### src/adc_cmd_cfg.svh
/*
  Constants for the serial command-byte decoder and external-clock conversion sequencer.
  Assumes inclusion by the package and the design file only.
*/
`ifndef ADC_CMD_CFG_SVH
`define ADC_CMD_CFG_SVH
`define BIT_POLARITY    6
`define BIT_CLK_SRC     5
`define BIT_MODE_HI     4
`define BIT_MODE_LO     3
`define AUX_RESET       3'h0
`define CMD_RESET       7'h20
`define STROBE_SHORT    6'h07
`define MSB_SHORT       6'h08
`define STROBE_LONG     6'h0F
`define MSB_LONG        6'h10
`define LEN_SHORT       6'h18
`define LEN_LONG        6'h20
`define RESULT_BITS     16
`define CAL_FALLS       6'h20
`define FIFO_DEPTH      8
`endif

### src/adc_cmd_pkg.sv
/*
  Types for the command-byte decoder.
  Assumes adc_cmd_cfg.svh is on the include path.
*/
`include "adc_cmd_cfg.svh"
package adc_cmd_pkg;
  typedef enum logic [1:0] {
    MODE_SHORT,
    MODE_CAL,
    MODE_PDOWN,
    MODE_LONG
  } op_mode_t;
  typedef struct packed {
    logic     polarity_select;
    logic     clock_source_select;
    op_mode_t mode;
    logic [2:0] aux;
  } command_t;
  typedef enum {
    ST_IDLE,
    ST_CMD,
    ST_RUN,
    ST_WAIT_CS
  } seq_state_t;
endpackage

### src/adc_cmd_ext_clock.sv
/*
  Command-byte decoder, aux port register and external-clock conversion sequencer,
  with an 8-word result FIFO feeding the serial output shifter.
  Assumes cs_n, sclk, din come from the host asynchronously; ref_clk samples them.
  conv_result is a word from the analogue core, same clock domain.
*/
`timescale 1ns/1ps
`default_nettype none
`include "adc_cmd_cfg.svh"

module adc_result_fifo #(
  parameter int WIDTH = 16,
  parameter int DEPTH = 8
) (
  input  wire logic             ref_clk,
  input  wire logic             nrst,
  input  wire logic [WIDTH-1:0] in_data,
  input  wire logic             in_valid,
  output logic                  in_ready,
  output logic [WIDTH-1:0]      out_data,
  output logic                  out_valid,
  input  wire logic             out_ready
);
  localparam int AW = $clog2(DEPTH);
  logic [WIDTH-1:0] mem [DEPTH];
  logic [AW:0]      wr_ptr;
  logic [AW:0]      rd_ptr;
  logic [AW:0]      next_wr_ptr;
  logic [AW:0]      next_rd_ptr;
  logic             push;
  logic             pop;

  always_comb begin
    in_ready    = (wr_ptr - rd_ptr) != (AW+1)'(DEPTH);
    out_valid   = wr_ptr != rd_ptr;
    out_data    = mem[rd_ptr[AW-1:0]];
    push        = in_valid && in_ready;
    pop         = out_valid && out_ready;
    next_wr_ptr = push ? wr_ptr + 1'b1 : wr_ptr;
    next_rd_ptr = pop ? rd_ptr + 1'b1 : rd_ptr;
  end

  always_ff @(posedge ref_clk or negedge nrst) begin
    if (!nrst) begin
      wr_ptr <= '0;
      rd_ptr <= '0;
    end else begin
      wr_ptr <= next_wr_ptr;
      rd_ptr <= next_rd_ptr;
    end
  end

  always_ff @(posedge ref_clk) begin
    if (push) begin
      mem[wr_ptr[AW-1:0]] <= in_data;
    end
  end
endmodule

module adc_cmd_ext_clock
  import adc_cmd_pkg::*;
(
  input  wire logic        ref_clk,
  input  wire logic        nrst,
  input  wire logic        cs_n,
  input  wire logic        sclk,
  input  wire logic        din,
  input  wire logic [15:0] conv_result,
  output logic             dout,
  output logic             dout_oe,
  output logic             conversion_strobe,
  output logic             strobe_oe,
  output logic             aux_output_two,
  output logic             aux_output_one,
  output logic             aux_output_zero,
  output logic             polarity_select,
  output logic             clock_source_select,
  output logic             power_down,
  output logic             cal_busy
);
  // ---------------------------------------------------------------
  // pin synchronisers
  // ---------------------------------------------------------------
  logic [1:0] cs_sync;
  logic [1:0] sclk_sync;
  logic [1:0] din_sync;
  logic       sclk_last;

  always_ff @(posedge ref_clk or negedge nrst) begin
    if (!nrst) begin
      cs_sync   <= 2'h3;
      sclk_sync <= 2'h0;
      din_sync  <= 2'h0;
      sclk_last <= 1'b0;
    end else begin
      cs_sync   <= {cs_sync[0], cs_n};
      sclk_sync <= {sclk_sync[0], sclk};
      din_sync  <= {din_sync[0], din};
      sclk_last <= sclk_sync[1];
    end
  end

  logic sclk_rise;
  logic sclk_fall;
  logic cs_low;
  logic cs_fell;
  logic cs_last;
  assign sclk_rise = sclk_sync[1] && !sclk_last;
  assign sclk_fall = !sclk_sync[1] && sclk_last;
  assign cs_low    = !cs_sync[1];
  assign cs_fell   = cs_low && cs_last;

  // ---------------------------------------------------------------
  // sequencer
  // ---------------------------------------------------------------
  seq_state_t  state;
  seq_state_t  next_state;
  logic [7:0]  shreg;
  logic [7:0]  next_shreg;
  logic [2:0]  bit_cnt;
  logic [2:0]  next_bit_cnt;
  logic [5:0]  fall_cnt;
  logic [5:0]  next_fall_cnt;
  command_t    cmd;
  command_t    next_cmd;
  logic [15:0] out_sh;
  logic [15:0] next_out_sh;
  logic        next_dout;
  logic        next_strobe;
  logic        next_pdown;
  logic        next_cal;
  logic        fifo_in_ready;
  logic        fifo_out_valid;
  logic [15:0] fifo_out_data;
  logic        fifo_pop;

  function automatic logic [5:0] run_len(input op_mode_t m);
    run_len = (m == MODE_LONG) ? `LEN_LONG :
              (m == MODE_CAL) ? `CAL_FALLS : `LEN_SHORT;
  endfunction

  always_comb begin
    next_state    = state;
    next_shreg    = shreg;
    next_bit_cnt  = bit_cnt;
    next_fall_cnt = fall_cnt;
    next_cmd      = cmd;
    next_out_sh   = out_sh;
    next_dout     = dout;
    next_strobe   = 1'b0;
    next_pdown    = power_down;
    next_cal      = cal_busy;
    fifo_pop      = 1'b0;
    if (!cs_low) begin
      // serial port disabled; a later start bit may abort a conversion
      if (state == ST_WAIT_CS) begin
        next_state = ST_IDLE;
      end
      next_dout = 1'b0;
    end else begin
      case (state)
        ST_IDLE: begin
          if (sclk_rise && din_sync[1]) begin
            next_shreg    = 8'h01;
            next_bit_cnt  = 3'h1;
            next_fall_cnt = 6'h00;
            next_state    = ST_CMD;
          end
        end
        ST_CMD: begin
          if (sclk_fall) begin
            next_fall_cnt = fall_cnt + 6'h01;
          end
          if (sclk_rise) begin
            next_shreg   = {shreg[6:0], din_sync[1]};
            next_bit_cnt = bit_cnt + 3'h1;
            if (bit_cnt == 3'h7) begin
              next_cmd = command_t'(next_shreg[6:0]);
              next_pdown = (op_mode_t'(next_shreg[4:3]) == MODE_PDOWN);
              next_cal   = (op_mode_t'(next_shreg[4:3]) == MODE_CAL);
              if (next_shreg[4:3] == 2'h2 || next_shreg[5]) begin
                next_state = ST_WAIT_CS;
              end else begin
                next_state = ST_RUN;
              end
            end
          end
          // conversion starts before the byte is whole: mode comes from the partial shift
          if (sclk_fall && bit_cnt == 3'h7) begin
            next_fall_cnt = fall_cnt + 6'h01;
            if (shreg[3:2] == 2'h0 && !shreg[4]) begin
              next_strobe = 1'b1;
            end
          end
        end
        ST_RUN: begin
          if (sclk_fall) begin
            next_fall_cnt = fall_cnt + 6'h01;
            if (cmd.mode == MODE_LONG && fall_cnt + 6'h01 == `STROBE_LONG) begin
              next_strobe = 1'b1;
            end
            if (!cal_busy &&
                ((cmd.mode == MODE_SHORT && fall_cnt + 6'h01 == `MSB_SHORT) ||
                 (cmd.mode == MODE_LONG && fall_cnt + 6'h01 == `MSB_LONG))) begin
              next_out_sh = {fifo_out_data[14:0], 1'b0};
              next_dout   = fifo_out_data[15];
              fifo_pop    = fifo_out_valid;
            end else begin
              next_dout   = out_sh[15];
              next_out_sh = {out_sh[14:0], 1'b0};
            end
            if (fall_cnt + 6'h01 == run_len(cmd.mode)) begin
              next_cal   = 1'b0;
              next_state = ST_IDLE;
            end
          end
          if (sclk_rise && din_sync[1] && fall_cnt > 6'h08) begin
            // a fresh start bit after more than eight falls aborts the conversion under way
            next_shreg    = 8'h01;
            next_bit_cnt  = 3'h1;
            next_fall_cnt = 6'h00;
            next_cal      = 1'b0;
            next_state    = ST_CMD;
          end
        end
        ST_WAIT_CS: begin
          if (cs_fell) begin
            next_state = ST_IDLE;
          end
        end
        default: next_state = ST_IDLE;
      endcase
    end
  end

  always_ff @(posedge ref_clk or negedge nrst) begin
    if (!nrst) begin
      state             <= ST_IDLE;
      shreg             <= 8'h00;
      bit_cnt           <= 3'h0;
      fall_cnt          <= 6'h00;
      cmd               <= command_t'(`CMD_RESET);
      out_sh            <= 16'h0000;
      dout              <= 1'b0;
      conversion_strobe <= 1'b0;
      power_down        <= 1'b0;
      cal_busy          <= 1'b0;
      cs_last           <= 1'b1;
    end else begin
      state             <= next_state;
      shreg             <= next_shreg;
      bit_cnt           <= next_bit_cnt;
      fall_cnt          <= next_fall_cnt;
      cmd               <= next_cmd;
      out_sh            <= next_out_sh;
      dout              <= next_dout;
      conversion_strobe <= next_strobe;
      power_down        <= next_pdown;
      cal_busy          <= next_cal;
      cs_last           <= !cs_low;
    end
  end

  // ---------------------------------------------------------------
  // registered pin outputs
  // ---------------------------------------------------------------
  // aux pins keep driving through power-down; nothing but reset or a new byte moves them
  always_ff @(posedge ref_clk or negedge nrst) begin
    if (!nrst) begin
      aux_output_two      <= 1'b0;
      aux_output_one      <= 1'b0;
      aux_output_zero     <= 1'b0;
      polarity_select     <= 1'b0;
      clock_source_select <= 1'b1;
      dout_oe             <= 1'b0;
      strobe_oe           <= 1'b0;
    end else begin
      {aux_output_two, aux_output_one, aux_output_zero} <= next_cmd.aux;
      polarity_select     <= next_cmd.polarity_select;
      clock_source_select <= next_cmd.clock_source_select;
      dout_oe             <= cs_low;
      strobe_oe           <= cs_low;
    end
  end

  // ---------------------------------------------------------------
  // result buffer
  // ---------------------------------------------------------------
  // core results wait here; a full buffer simply drops the word offered on that one-cycle conversion_strobe
  adc_result_fifo #(.WIDTH(`RESULT_BITS), .DEPTH(`FIFO_DEPTH)) u_fifo (
    .ref_clk   (ref_clk),
    .nrst      (nrst),
    .in_data   (conv_result),
    .in_valid  (conversion_strobe),
    .in_ready  (fifo_in_ready),
    .out_data  (fifo_out_data),
    .out_valid (fifo_out_valid),
    .out_ready (fifo_pop)
  );

  // ---------------------------------------------------------------
  // checks
  // ---------------------------------------------------------------
  strobe_one_cycle_a: assert property (@(posedge ref_clk) disable iff (!nrst)
    conversion_strobe |=> !conversion_strobe) else $error("strobe longer than one cycle");
  strobe_short_count_a: assert property (@(posedge ref_clk) disable iff (!nrst)
    (conversion_strobe && state == ST_CMD) |->
      (fall_cnt == `STROBE_SHORT && shreg[3:2] == 2'h0 && !shreg[4]))
    else $error("short strobe at wrong edge");
  strobe_long_count_a: assert property (@(posedge ref_clk) disable iff (!nrst)
    (conversion_strobe && state != ST_CMD) |->
      (fall_cnt == `STROBE_LONG && cmd.mode == MODE_LONG))
    else $error("long strobe at wrong edge");
  strobe_mode_only_a: assert property (@(posedge ref_clk) disable iff (!nrst)
    conversion_strobe |-> ((state == ST_CMD) ? (shreg[3] == shreg[2]) :
      (cmd.mode == MODE_SHORT || cmd.mode == MODE_LONG)))
    else $error("strobe in calibration or power-down");
  pdown_mode_a: assert property (@(posedge ref_clk) disable iff (!nrst)
    power_down |-> cmd.mode == MODE_PDOWN) else $error("power-down without its mode");
  aux_follow_cmd_a: assert property (@(posedge ref_clk) disable iff (!nrst)
    (state == ST_CMD && cs_low && sclk_rise && bit_cnt == 3'h7) |=>
      {aux_output_two, aux_output_one, aux_output_zero} == $past({shreg[1:0], din_sync[1]}))
    else $error("aux pins do not follow command");
  aux_hold_a: assert property (@(posedge ref_clk) disable iff (!nrst)
    !(state == ST_CMD && cs_low && sclk_rise && bit_cnt == 3'h7) |=>
      $stable({aux_output_two, aux_output_one, aux_output_zero}))
    else $error("aux pins moved without a new byte");
  start_bit_a: assert property (@(posedge ref_clk) disable iff (!nrst)
    (state == ST_IDLE && cs_low && sclk_rise && din_sync[1]) |=> state == ST_CMD)
    else $error("start bit not taken");
endmodule

`default_nettype wire

### config.mk
export PLATFORM = sky130hd
export DESIGN_NAME = adc_cmd_ext_clock
export DESIGN_NICKNAME = d
export VERILOG_FILES = /design/src/adc_cmd_pkg.sv /design/src/adc_cmd_ext_clock.sv
export VERILOG_INCLUDE_DIRS = /design/src
export SDC_FILE = /design/constraint.sdc
export NUM_CORES = 1
export LEC_CHECK = 0
export ABC_CLOCK_PERIOD_IN_PS = 11900
export BUFFER_PORTS_ARGS = -buffer_cell sky130_fd_sc_hd__buf_2
export CORE_ASPECT_RATIO = 0.75
export CORE_MARGIN = 1
export CORE_UTILIZATION = 50
export DETAILED_ROUTE_END_ITERATION = 16
export PLACE_DENSITY = 0.67
export SETUP_SLACK_MARGIN = 0.15
export SLEW_MARGIN = 20
export SYNTH_ARGS = -nofsm -noshare
export SYNTH_HDL_FRONTEND = slang
export SYNTH_SLANG_ARGS = --single-unit
### constraint.sdc
create_clock -name ref_clk -period 11.9 [get_ports ref_clk]
set_clock_uncertainty 0.2 [all_clocks]
set_input_delay 2.38 -clock ref_clk [delete_from_list [all_inputs] [get_ports ref_clk]]
set_output_delay 2.38 -clock ref_clk [all_outputs]
set_load 0.02 [all_outputs]
==> results of run 1 <==
## cell type report
class / instances / area (µm²) / area share
Clock buffer: 18 / 429 / 0.0488
Clock inverter: 14 / 110 / 0.0125
Inverter: 13 / 50.0 / 0.00569
Multi-Input combinational cell: 263 / 2370 / 0.270
Sequential cell: 188 / 5350 / 0.608
Tap cell: 205 / 256 / 0.0291
Timing Repair Buffer: 41 / 230 / 0.0262
## power breakdown
| part | internal (mW) | total [mW] | leakage (nW) | switching, mW |
|---|---|---|---|---|
| registers | 0.714 | 0.729 | 1.95 | 0.0145 |
| logic | 0.0345 | 0.0966 | 1.11 | 0.0622 |
| clock network | 0.271 | 0.519 | 0.252 | 0.248 |
## cells in the final DEF (no fill, tap or decap), types with 6 or more instances in the layout
cell | Yosys | layout
nand2b_1 | 8 | 8
ha_1 | 15 | 15
nor2_1 | 17 | 16
o21ai_0 | 15 | 15
edfxtp_1 | 128 | 128
nand2_1 | 48 | 48
dfrtp_1 | 56 | 55
mux4_1 | 7 | 7
buf_4 | 2 | 10
o311ai_1 | 9 | 9
clkbuf_16 | 0 | 17
nand3_1 | 21 | 20
mux4_2 | 25 | 25
xor2_1 | 12 | 12
nor2b_1 | 7 | 7
inv_1 | 12 | 12
buf_2 | 3 | 31
mux2i_1 | 18 | 18
nor3_1 | 8 | 6
mux2_2 | 11 | 11
## sequential cells by signal (all words and copies together), names as in the netlist, 2 cells and up
signal,count
bit_cnt,3
sclk_sync,2
u_fifo.mem,128
fall_cnt,6
shreg,6
out_sh,15
cmd,4
cs_sync,2
u_fifo.rd_ptr,4
state,2
din_sync,2
u_fifo.wr_ptr,4
## synthesized netlist by cell type, drive strengths merged, types with 3 or more instances
cell type and count:
nand2b 8, nor2b 7, o311ai 15, mux4 32, buf 11, or2 3
o21ai 15, nand3 23, clkbuf 13, inv 12, nor3 8, edfxtp 128
ha 15, nand2 48, dfrtp 56, nor2 18, nand4 3, and3 3
mux2i 18, xor2 12, mux2 12, dfstp 4, xnor2 5
## logic make-up (layout without fill, tap and decap cells)
kind of cell / after synthesis / in the layout
AO/OA/AOI/OAI: 43 / 43
XOR/XNOR: 17 / 17
adder cells (fa/ha/maj): 15 / 15
buffers and inverters: 38 / 86
flip-flops: 188 / 188
multiplexers: 62 / 62
AND/OR/NAND/NOR: 126 / 126
## layer usage
layer  share of wire  GRT usage  wire length (µm)  up-vias
li1                -          -                 -     1936
met1            0.47      0.266              6550     2103
met2            0.47      0.284              6490      110
met3           0.049     0.0481               679       19
met4           0.017     0.0687               233        0
met5               0          0                 0        -
## worst max path at each step
stage                     slack [ns]                         end  cells after the start
after global routing            8.17         clock_source_select                      1
after detailed placement        8.52  u_fifo.mem[7][6]$_DFFE_PP_                      7
after CTS                       8.19         clock_source_select                      1
after global placement          8.54  u_fifo.mem[7][6]$_DFFE_PP_                      7
after floorplan                 8.06  u_fifo.mem[1][0]$_DFFE_PP_                      9
final                           8.21         clock_source_select                      1
## stage by stage
step            util  setup WS [ns]  hold slack [ns]  cell area [µm²]
6_report       0.573           8.21            0.150             8800
3_5_place_dp   0.537           8.52            0.142             8260
2_1_floorplan      -           8.06            0.131             7950
5_1_grt        0.573           8.17            0.163             8800
4_1_cts        0.572           8.19            0.158             8790
3_3_place_gp   0.537           8.54            0.143             8260
==> run summary, run 1 <==
Status: finished clean
Slew Limit Fails: 0
Fmax: 271 MHz
CP Capture Type: output pin
Layout cell share with drive strength beyond 1: 0.240
Die Height: 111 µm
Area Growth Syn to Fin: 10.7%
Peak supply drop: 85.2 µV
Hold Path End: din_sync[1]$_DFF_PN0_
Post-route clock period utilization: 0.310
Row Count: 39
Setup Crit Path Kind: reg2out
Syn avg cell area: 16.3 µm²
Multiplexer share of the synthesized area: 0.134
ANT cells: 0
Grt ovf: 0
Average wire per standard cell: 18.8 µm
Synth Area in Simple Gates: 0.0767
Vias in the first global route: 4113
Crit path cell chain: buf_2
Post-synth top area cell: edfxtp_1
Post-Synth XOR/XNOR Area: 0.0187
CP startpoint: clock_source_select$_DFFE_PN1P_
Worst-path clk slew: 0.07 ns
Number of synthesized flops with an enable pin: 128
Reg-to-Reg End: u_fifo.mem[7][14]$_DFFE_PP_
Final Hold Viols: 0
Largest net degree at the start of global routing: 61
Worst hold path depth: 0
Synth warn: 0
Total power: 1.34 mW
R2r setup slk: 8.58 ns
Width of the die: 148 µm
Synth Area in Adders: 0.0236
Hold_buf cts: 0
Post-layout min period: 3.69 ns
Max FO, Critical Path: 2
WP buf/inv: 1
Slowest CP cell: dfstp_2
Mapped Area: 7950 µm²
Final nets: 560
RSZ-0062 raised after global routing: no
GRT Util Overall: 0.189
Worst EP required: 9.32 ns
CP arrival: 1.11 ns
Die ar.: 16400 µm²
Hold Startpoint: din_sync[0]$_DFF_PN0_
Sequential cell area fraction in the yosys report: 0.673
Vias/cell: 5.62
Cells after DPL: 710
Area fraction in compound gates after synthesis: 0.0436
Leak Pwr: 3.31 nW
Max-Cap Viols: 0
Max clock buf depth: 2
Mapped Cells: 489
FFs w/ async S/R, synth: 0.319
Top FF cell, synth: edfxtp_1
Setup-failing EPs final: 0
Hold crit path type: reg2reg
Num Clock Sinks: 188
#FFs+latches synth: 188
Number of H-tree levels: 4
CP Launch Type: register
CTS resizes: 0
RePlAce Congestion: 0.855
Setup Buffers After CTS: 0
Slew margin rel.: 0.376
Synth top area share: 0.484
Clock root buffer: clkbuf_16
Clk_lat worst skew: 0.43 ns
Post-route insts no fill: 742
Vias: 4168
First-pass GRT wire length: 22.7 mm
Slew of the pin with the lowest slew margin: 0.934 ns
Initial Util: 0.517
DP HPWL: 8.96 mm
# IOs: 32
Initial antenna violation count: 0
Crit path max-delay family: flip-flops
Largest stage delay on the critical path: 0.53 ns
Core Area: 15400 µm²
# DRC: 0
Antenna viol nets, final: 0
Setup TNS: 0 ns
Synth unique cells: 51
Synth area leaders: edfxtp_1 48%, dfrtp_1 18%, mux4_2 7.1%
Syn Nets: 525
Worst r2r src: u_fifo.rd_ptr[0]$_DFFE_PN0P_
DR pass1 iterations: 4
Worst Reg-to-Reg Cells: 7
Combinational family with the most area after synthesis: multiplexers
Starting DRT DRC Count: 268
PortBufs: 31
CTS Buf Count: 17
Fillers: 1218
Total Wirelength: 14.0 mm
Power density over cell area: 153 nW/µm²
TritonCTS clock tree: built
Note: power is estimated with default switching activity, not from simulation.
==> run 2: changes to the inputs <==
--- a/config.mk
+++ b/config.mk
@@ -6,7 +6,7 @@
 export SDC_FILE = /design/constraint.sdc
 export NUM_CORES = 1
 export LEC_CHECK = 0
-export ABC_CLOCK_PERIOD_IN_PS = 11900
+export ABC_CLOCK_PERIOD_IN_PS = 3900
 export BUFFER_PORTS_ARGS = -buffer_cell sky130_fd_sc_hd__buf_2
 export CORE_ASPECT_RATIO = 0.75
 export CORE_MARGIN = 1
==> constraint.sdc (replaced) <==
create_clock -name ref_clk -period 3.9 [get_ports ref_clk]
set_clock_uncertainty 0.2 [all_clocks]
set_input_delay 0.78 -clock ref_clk [delete_from_list [all_inputs] [get_ports ref_clk]]
set_output_delay 0.78 -clock ref_clk [all_outputs]
set_load 0.02 [all_outputs]
==> run summary, run 2 (synthesis results as in run 1) <==
Fmax: 305 MHz
Largest net degree at the start of global routing: 49
Setup Crit Path Kind: reg2reg
CP startpoint: u_fifo.wr_ptr[1]$_DFFE_PN0P_
Slew margin rel.: 0.387
ANT cells: 0
Num Clock Sinks: 188
Layout cell share with drive strength beyond 1: 0.237
Hold crit path type: reg2reg
Commonest cells after routing, fill and taps aside: 128 x edfxtp_1, 55 x dfrtp_1, 48 x nand2_1
CP Launch Type: register
RePlAce Congestion: 0.857
Setup TNS: 0 ns
Max FFs per register: 128
CP arrival: 3.20 ns
RSZ-0062 raised after global routing: no
Area Growth Syn to Fin: 12.0%
Clk_lat worst skew: 0.42 ns
DP Area: 8280 µm²
Clock root buffer: clkbuf_16
Average wire per standard cell: 19.5 µm
Die Height: 111 µm
Vias/cell: 5.67
GRT Util Overall: 0.196
Setup Buffers After CTS: 0
Vias: 4221
Vias in the first global route: 4235
Total Wirelength: 14.5 mm
Worst EP required: 3.82 ns
CTS Buf Count: 17
Hold_buf cts: 0
Status: finished clean
Antenna viol nets, final: 0
Grt ovf: 0
Width of the die: 148 µm
Post-Route Utilization: 0.579
CP Capture Type: register
# DRC: 0
Max FO, Critical Path: 10
Post-route clock period utilization: 0.841
Hold Startpoint: sclk_sync[0]$_DFF_PN0_
Slew Limit Fails: 0
Design area: 8900 µm²
# IOs: 32
Final nets: 563
Worst-path clk slew: 0.07 ns
First-pass GRT wire length: 23.6 mm
Most common cell after layout, fill and taps aside: edfxtp_1
Row Count: 39
Post-layout min period: 3.28 ns
Initial antenna violation count: 0
Peak supply drop: 270 µV
Worst r2r src: u_fifo.wr_ptr[1]$_DFFE_PN0P_
Number of H-tree levels: 4
Max-Cap Viols: 0
DP HPWL: 8.98 mm
Total power: 4.34 mW
TritonCTS clock tree: built
Initial Util: 0.517
Max clock buf depth: 2
Core Area: 15400 µm²
Power density over cell area: 487 nW/µm²
Leak Pwr: 3.36 nW
PortBufs: 31
CTS resizes: 0
Setup-failing EPs final: 0
DR pass1 iterations: 5
Starting DRT DRC Count: 362
Die ar.: 16400 µm²
Fillers: 1182
Final Hold Viols: 0
Slew of the pin with the lowest slew margin: 0.915 ns
## run 2: critical path, stage by stage (launching register included)
cell and delay (ns):
dfrtp_1 0.47, ha_1 0.34, nor2b_1 0.14, o21ai_0 0.14
o221ai_1 0.23, or2_2 0.39, nor2_1 0.72, buf_4 0.33
## run 2: final timing paths
check	endpoint	slack (ns)	cells past startpoint
min in group asynchronous	sclk_sync[0]$_DFF_PN0_	0.16	1
max in group asynchronous	clock_source_select$_DFFE_PN1P_	2.63	2
worst min register to register	sclk_sync[1]$_DFF_PN0_	0.15	0
worst max-delay path	u_fifo.mem[7][4]$_DFFE_PP_	0.62	7
worst min-delay path	sclk_sync[1]$_DFF_PN0_	0.15	0
worst max register to register	u_fifo.mem[7][4]$_DFFE_PP_	0.62	7
## run 2: routing by layer
metal / share of wire / GRT usage / routed length [µm] / up-vias
met5: 0 / 0 / 0 / -
met4: 0.012 / 0.0653 / 169 / 0
met3: 0.046 / 0.0461 / 668 / 12
met2: 0.46 / 0.282 / 6660 / 108
met1: 0.48 / 0.293 / 7000 / 2155
li1: - / - / - / 1946
## run 2: final cells by class
| cell class | count | area, µm² | area share |
|---|---|---|---|
| clock buffers | 18 | 429 | 0.0482 |
| clock inverters | 14 | 191 | 0.0215 |
| inverters | 13 | 50.0 | 0.00562 |
| multi-input cells | 263 | 2370 | 0.266 |
| flip-flops and latches | 188 | 5350 | 0.601 |
| well taps | 205 | 256 | 0.0288 |
| repair buffers | 44 | 255 | 0.0287 |
## run 2: power breakdown
part | internal [mW] | leakage (nW) | switching, mW
Sequential | 2.18 | 1.95 | 0.0453
Combinational | 0.106 | 1.12 | 0.194
Clock | 1.08 | 0.292 | 0.738
## run 2: through the flow
step	setup slack, ns	std cells	hold WS, ns
detailed placement	0.658	713	0.137
floorplan	0.161	489	0.131
global route	0.428	745	0.161
finish	0.622	745	0.152
global placement	0.730	713	0.139
CTS	0.605	745	0.153
==> run 3: changes to the inputs <==
--- a/config.mk
+++ b/config.mk
@@ -6,13 +6,13 @@
 export SDC_FILE = /design/constraint.sdc
 export NUM_CORES = 1
 export LEC_CHECK = 0
-export ABC_CLOCK_PERIOD_IN_PS = 3900
+export ABC_CLOCK_PERIOD_IN_PS = 2850
 export BUFFER_PORTS_ARGS = -buffer_cell sky130_fd_sc_hd__buf_2
 export CORE_ASPECT_RATIO = 0.75
 export CORE_MARGIN = 1
 export CORE_UTILIZATION = 50
 export DETAILED_ROUTE_END_ITERATION = 16
-export PLACE_DENSITY = 0.67
+export PLACE_DENSITY = 0.69
 export SETUP_SLACK_MARGIN = 0.15
 export SLEW_MARGIN = 20
 export SYNTH_ARGS = -nofsm -noshare
==> constraint.sdc (replaced) <==
create_clock -name ref_clk -period 2.85 [get_ports ref_clk]
set_clock_uncertainty 0.2 [all_clocks]
set_input_delay 0.57 -clock ref_clk [delete_from_list [all_inputs] [get_ports ref_clk]]
set_output_delay 0.57 -clock ref_clk [all_outputs]
set_load 0.02 [all_outputs]
==> run summary, run 3 (synthesis results as in run 1) <==
Met3 wire len: 968 µm
CP arrival: 2.87 ns
Fmax: 362 MHz
Core Area: 15400 µm²
Clk_lat worst skew: 0.43 ns
CP Capture Type: register
Num Clock Sinks: 188
Total Wirelength: 16.8 mm
Power density over cell area: 592 nW/µm²
Clock root buffer: clkbuf_16
Largest stage delay on the critical path: 0.50 ns
First-pass GRT wire length: 24.4 mm
Width of the die: 148 µm
Hold crit path type: in2reg
Setup Crit Path Kind: reg2reg
Number of H-tree levels: 4
P_sw: 1.38 mW
Initial Util: 0.517
Worst EP required: 2.96 ns
Final Hold Viols: 0
Layout cell share with drive strength beyond 1: 0.339
Slew margin rel.: 0.550
Die Height: 111 µm
RePlAce Congestion: 0.834
# IOs: 32
Post-route insts no fill: 772
Cells after DPL: 722
Vias: 4499
Vias/cell: 5.83
Starting DRT DRC Count: 379
WP buf/inv: 2
Largest net degree at the start of global routing: 38
Average wire per standard cell: 21.8 µm
DR pass1 iterations: 5
Post-layout min period: 2.76 ns
CTS Buf Count: 17
Status: finished clean
Met2 Wirelength: 7.88 mm
GRT Util Overall: 0.203
Switching share of power: 0.244
Clock network power share: 0.380
Hold_ws: 0.0445 ns
Setup-failing EPs final: 0
Worst-path clk slew: 0.07 ns
Max-Cap Viols: 0
TritonCTS clock tree: built
# DRC: 0
Wire length on met1: 7.73 mm
Total power: 5.66 mW
Grt ovf: 0
Commonest cells after routing, fill and taps aside: 128 x edfxtp_1, 54 x dfrtp_1, 48 x nand2_1
Area Growth Syn to Fin: 20.3%
Vias in the first global route: 4357
Final nets: 589
Post-route clock period utilization: 0.970
Setup TNS: 0 ns
Peak supply drop: 394 µV
Slowest CP cell: a2111o_2
Most common cell after layout, fill and taps aside: edfxtp_1
Fillers: 1104
R2r setup slk: 0.09 ns
CP Launch Type: register
Post-Route Utilization: 0.622
Crit path cell chain: ha_4, nand3_4, xnor2_2, or4_1, a2111o_2, buf_6, buf_6, o31ai_1
Flop pwr share: 0.536
Antenna viol nets, final: 0
DP HPWL: 9.19 mm
CP dominant cell by count: buf_6
RSZ-0062 raised after global routing: yes
Crit path max-delay family: compound AO/OA/AOI/OAI gates
Row Count: 39
Leak Pwr: 3.80 nW
Max clock buf depth: 2
Slew of the pin with the lowest slew margin: 0.675 ns
Power Internal: 4.28 mW
Die ar.: 16400 µm²
Initial antenna violation count: 0
Max FO, Critical Path: 7
Slew Limit Fails: 0
Gate power share: 0.084
DR top layer: met4
Max FFs per register: 128
PortBufs: 31
==> run 3: timing repair <==
action	CTS	global route
cloned	0	3
setup buffers	4	9
pin swaps	3	16
gates resized for setup	1	55
setup endpoints to repair	81	104
endpoints found under the hold margin	20	0
hold buffers	1	0
==> run 3: worst register-to-register path, stage by stage, from the launching register on <==
cell and delay [ns]:
dfrtp_1 0.40, ha_4 0.19, nand3_4 0.09, xnor2_2 0.16
or4_1 0.48, a2111o_2 0.50, buf_6 0.16, buf_6 0.14
o31ai_1 0.32
==> run 3: through the flow <==
stage / worst slack (ns) / instance area [µm²]
floorplan: 0.155 / 8060
global placement: 0.0982 / 8450
detailed placement: 0.0329 / 8450
CTS: 0.0442 / 9040
global route: 0.0538 / 9560
finish: 0.0862 / 9560
==> run 3: path summary, 6_finish.rpt <==
path                                              start                              end  cells past startpoint
worst max-delay path            fall_cnt[0]$_DFFE_PN0P_            out_sh[1]$_DFFE_PN0P_                      8
worst min-delay path                               cs_n             cs_sync[0]$_DFF_PN1_                      1
worst max register to register  fall_cnt[0]$_DFFE_PN0P_            out_sh[1]$_DFFE_PN0P_                      8
worst min register to register   sclk_sync[0]$_DFF_PN0_           sclk_sync[1]$_DFF_PN0_                      0
max in group asynchronous                          nrst  clock_source_select$_DFFE_PN1P_                      3
min in group asynchronous                          nrst          fall_cnt[2]$_DFFE_PN0P_                      2
==> run 3: power groups by stage <==
stage,sequential [mW],combinational [mW],clock (mW)
final,3.04,0.475,2.15
after global routing,3.04,0.535,2.29
after CTS,3.03,0.466,2.19
after detailed placement,3.09,0.462,0
after global placement,3.08,0.442,0
after floorplan,3.09,0.284,0
==> run 3: layout make-up <==
type                            count  area [µm²]  area share
Antenna cell                        1        2.50    0.000262
Clock buffer                       19         433      0.0453
Multi-Input combinational cell    263        2780       0.291
Clock inverter                     13        95.1     0.00995
Tap cell                          205         256      0.0268
Timing Repair Buffer               70         588      0.0615
Inverter                           13        50.0     0.00524
Sequential cell                   188        5350       0.560
==> run 3: layer usage <==
layer,vias to the layer above,global-route usage
li1,2010,-
met1,2309,0.305
met2,160,0.297
met3,20,0.0502
met4,0,0.0509
met5,-,0
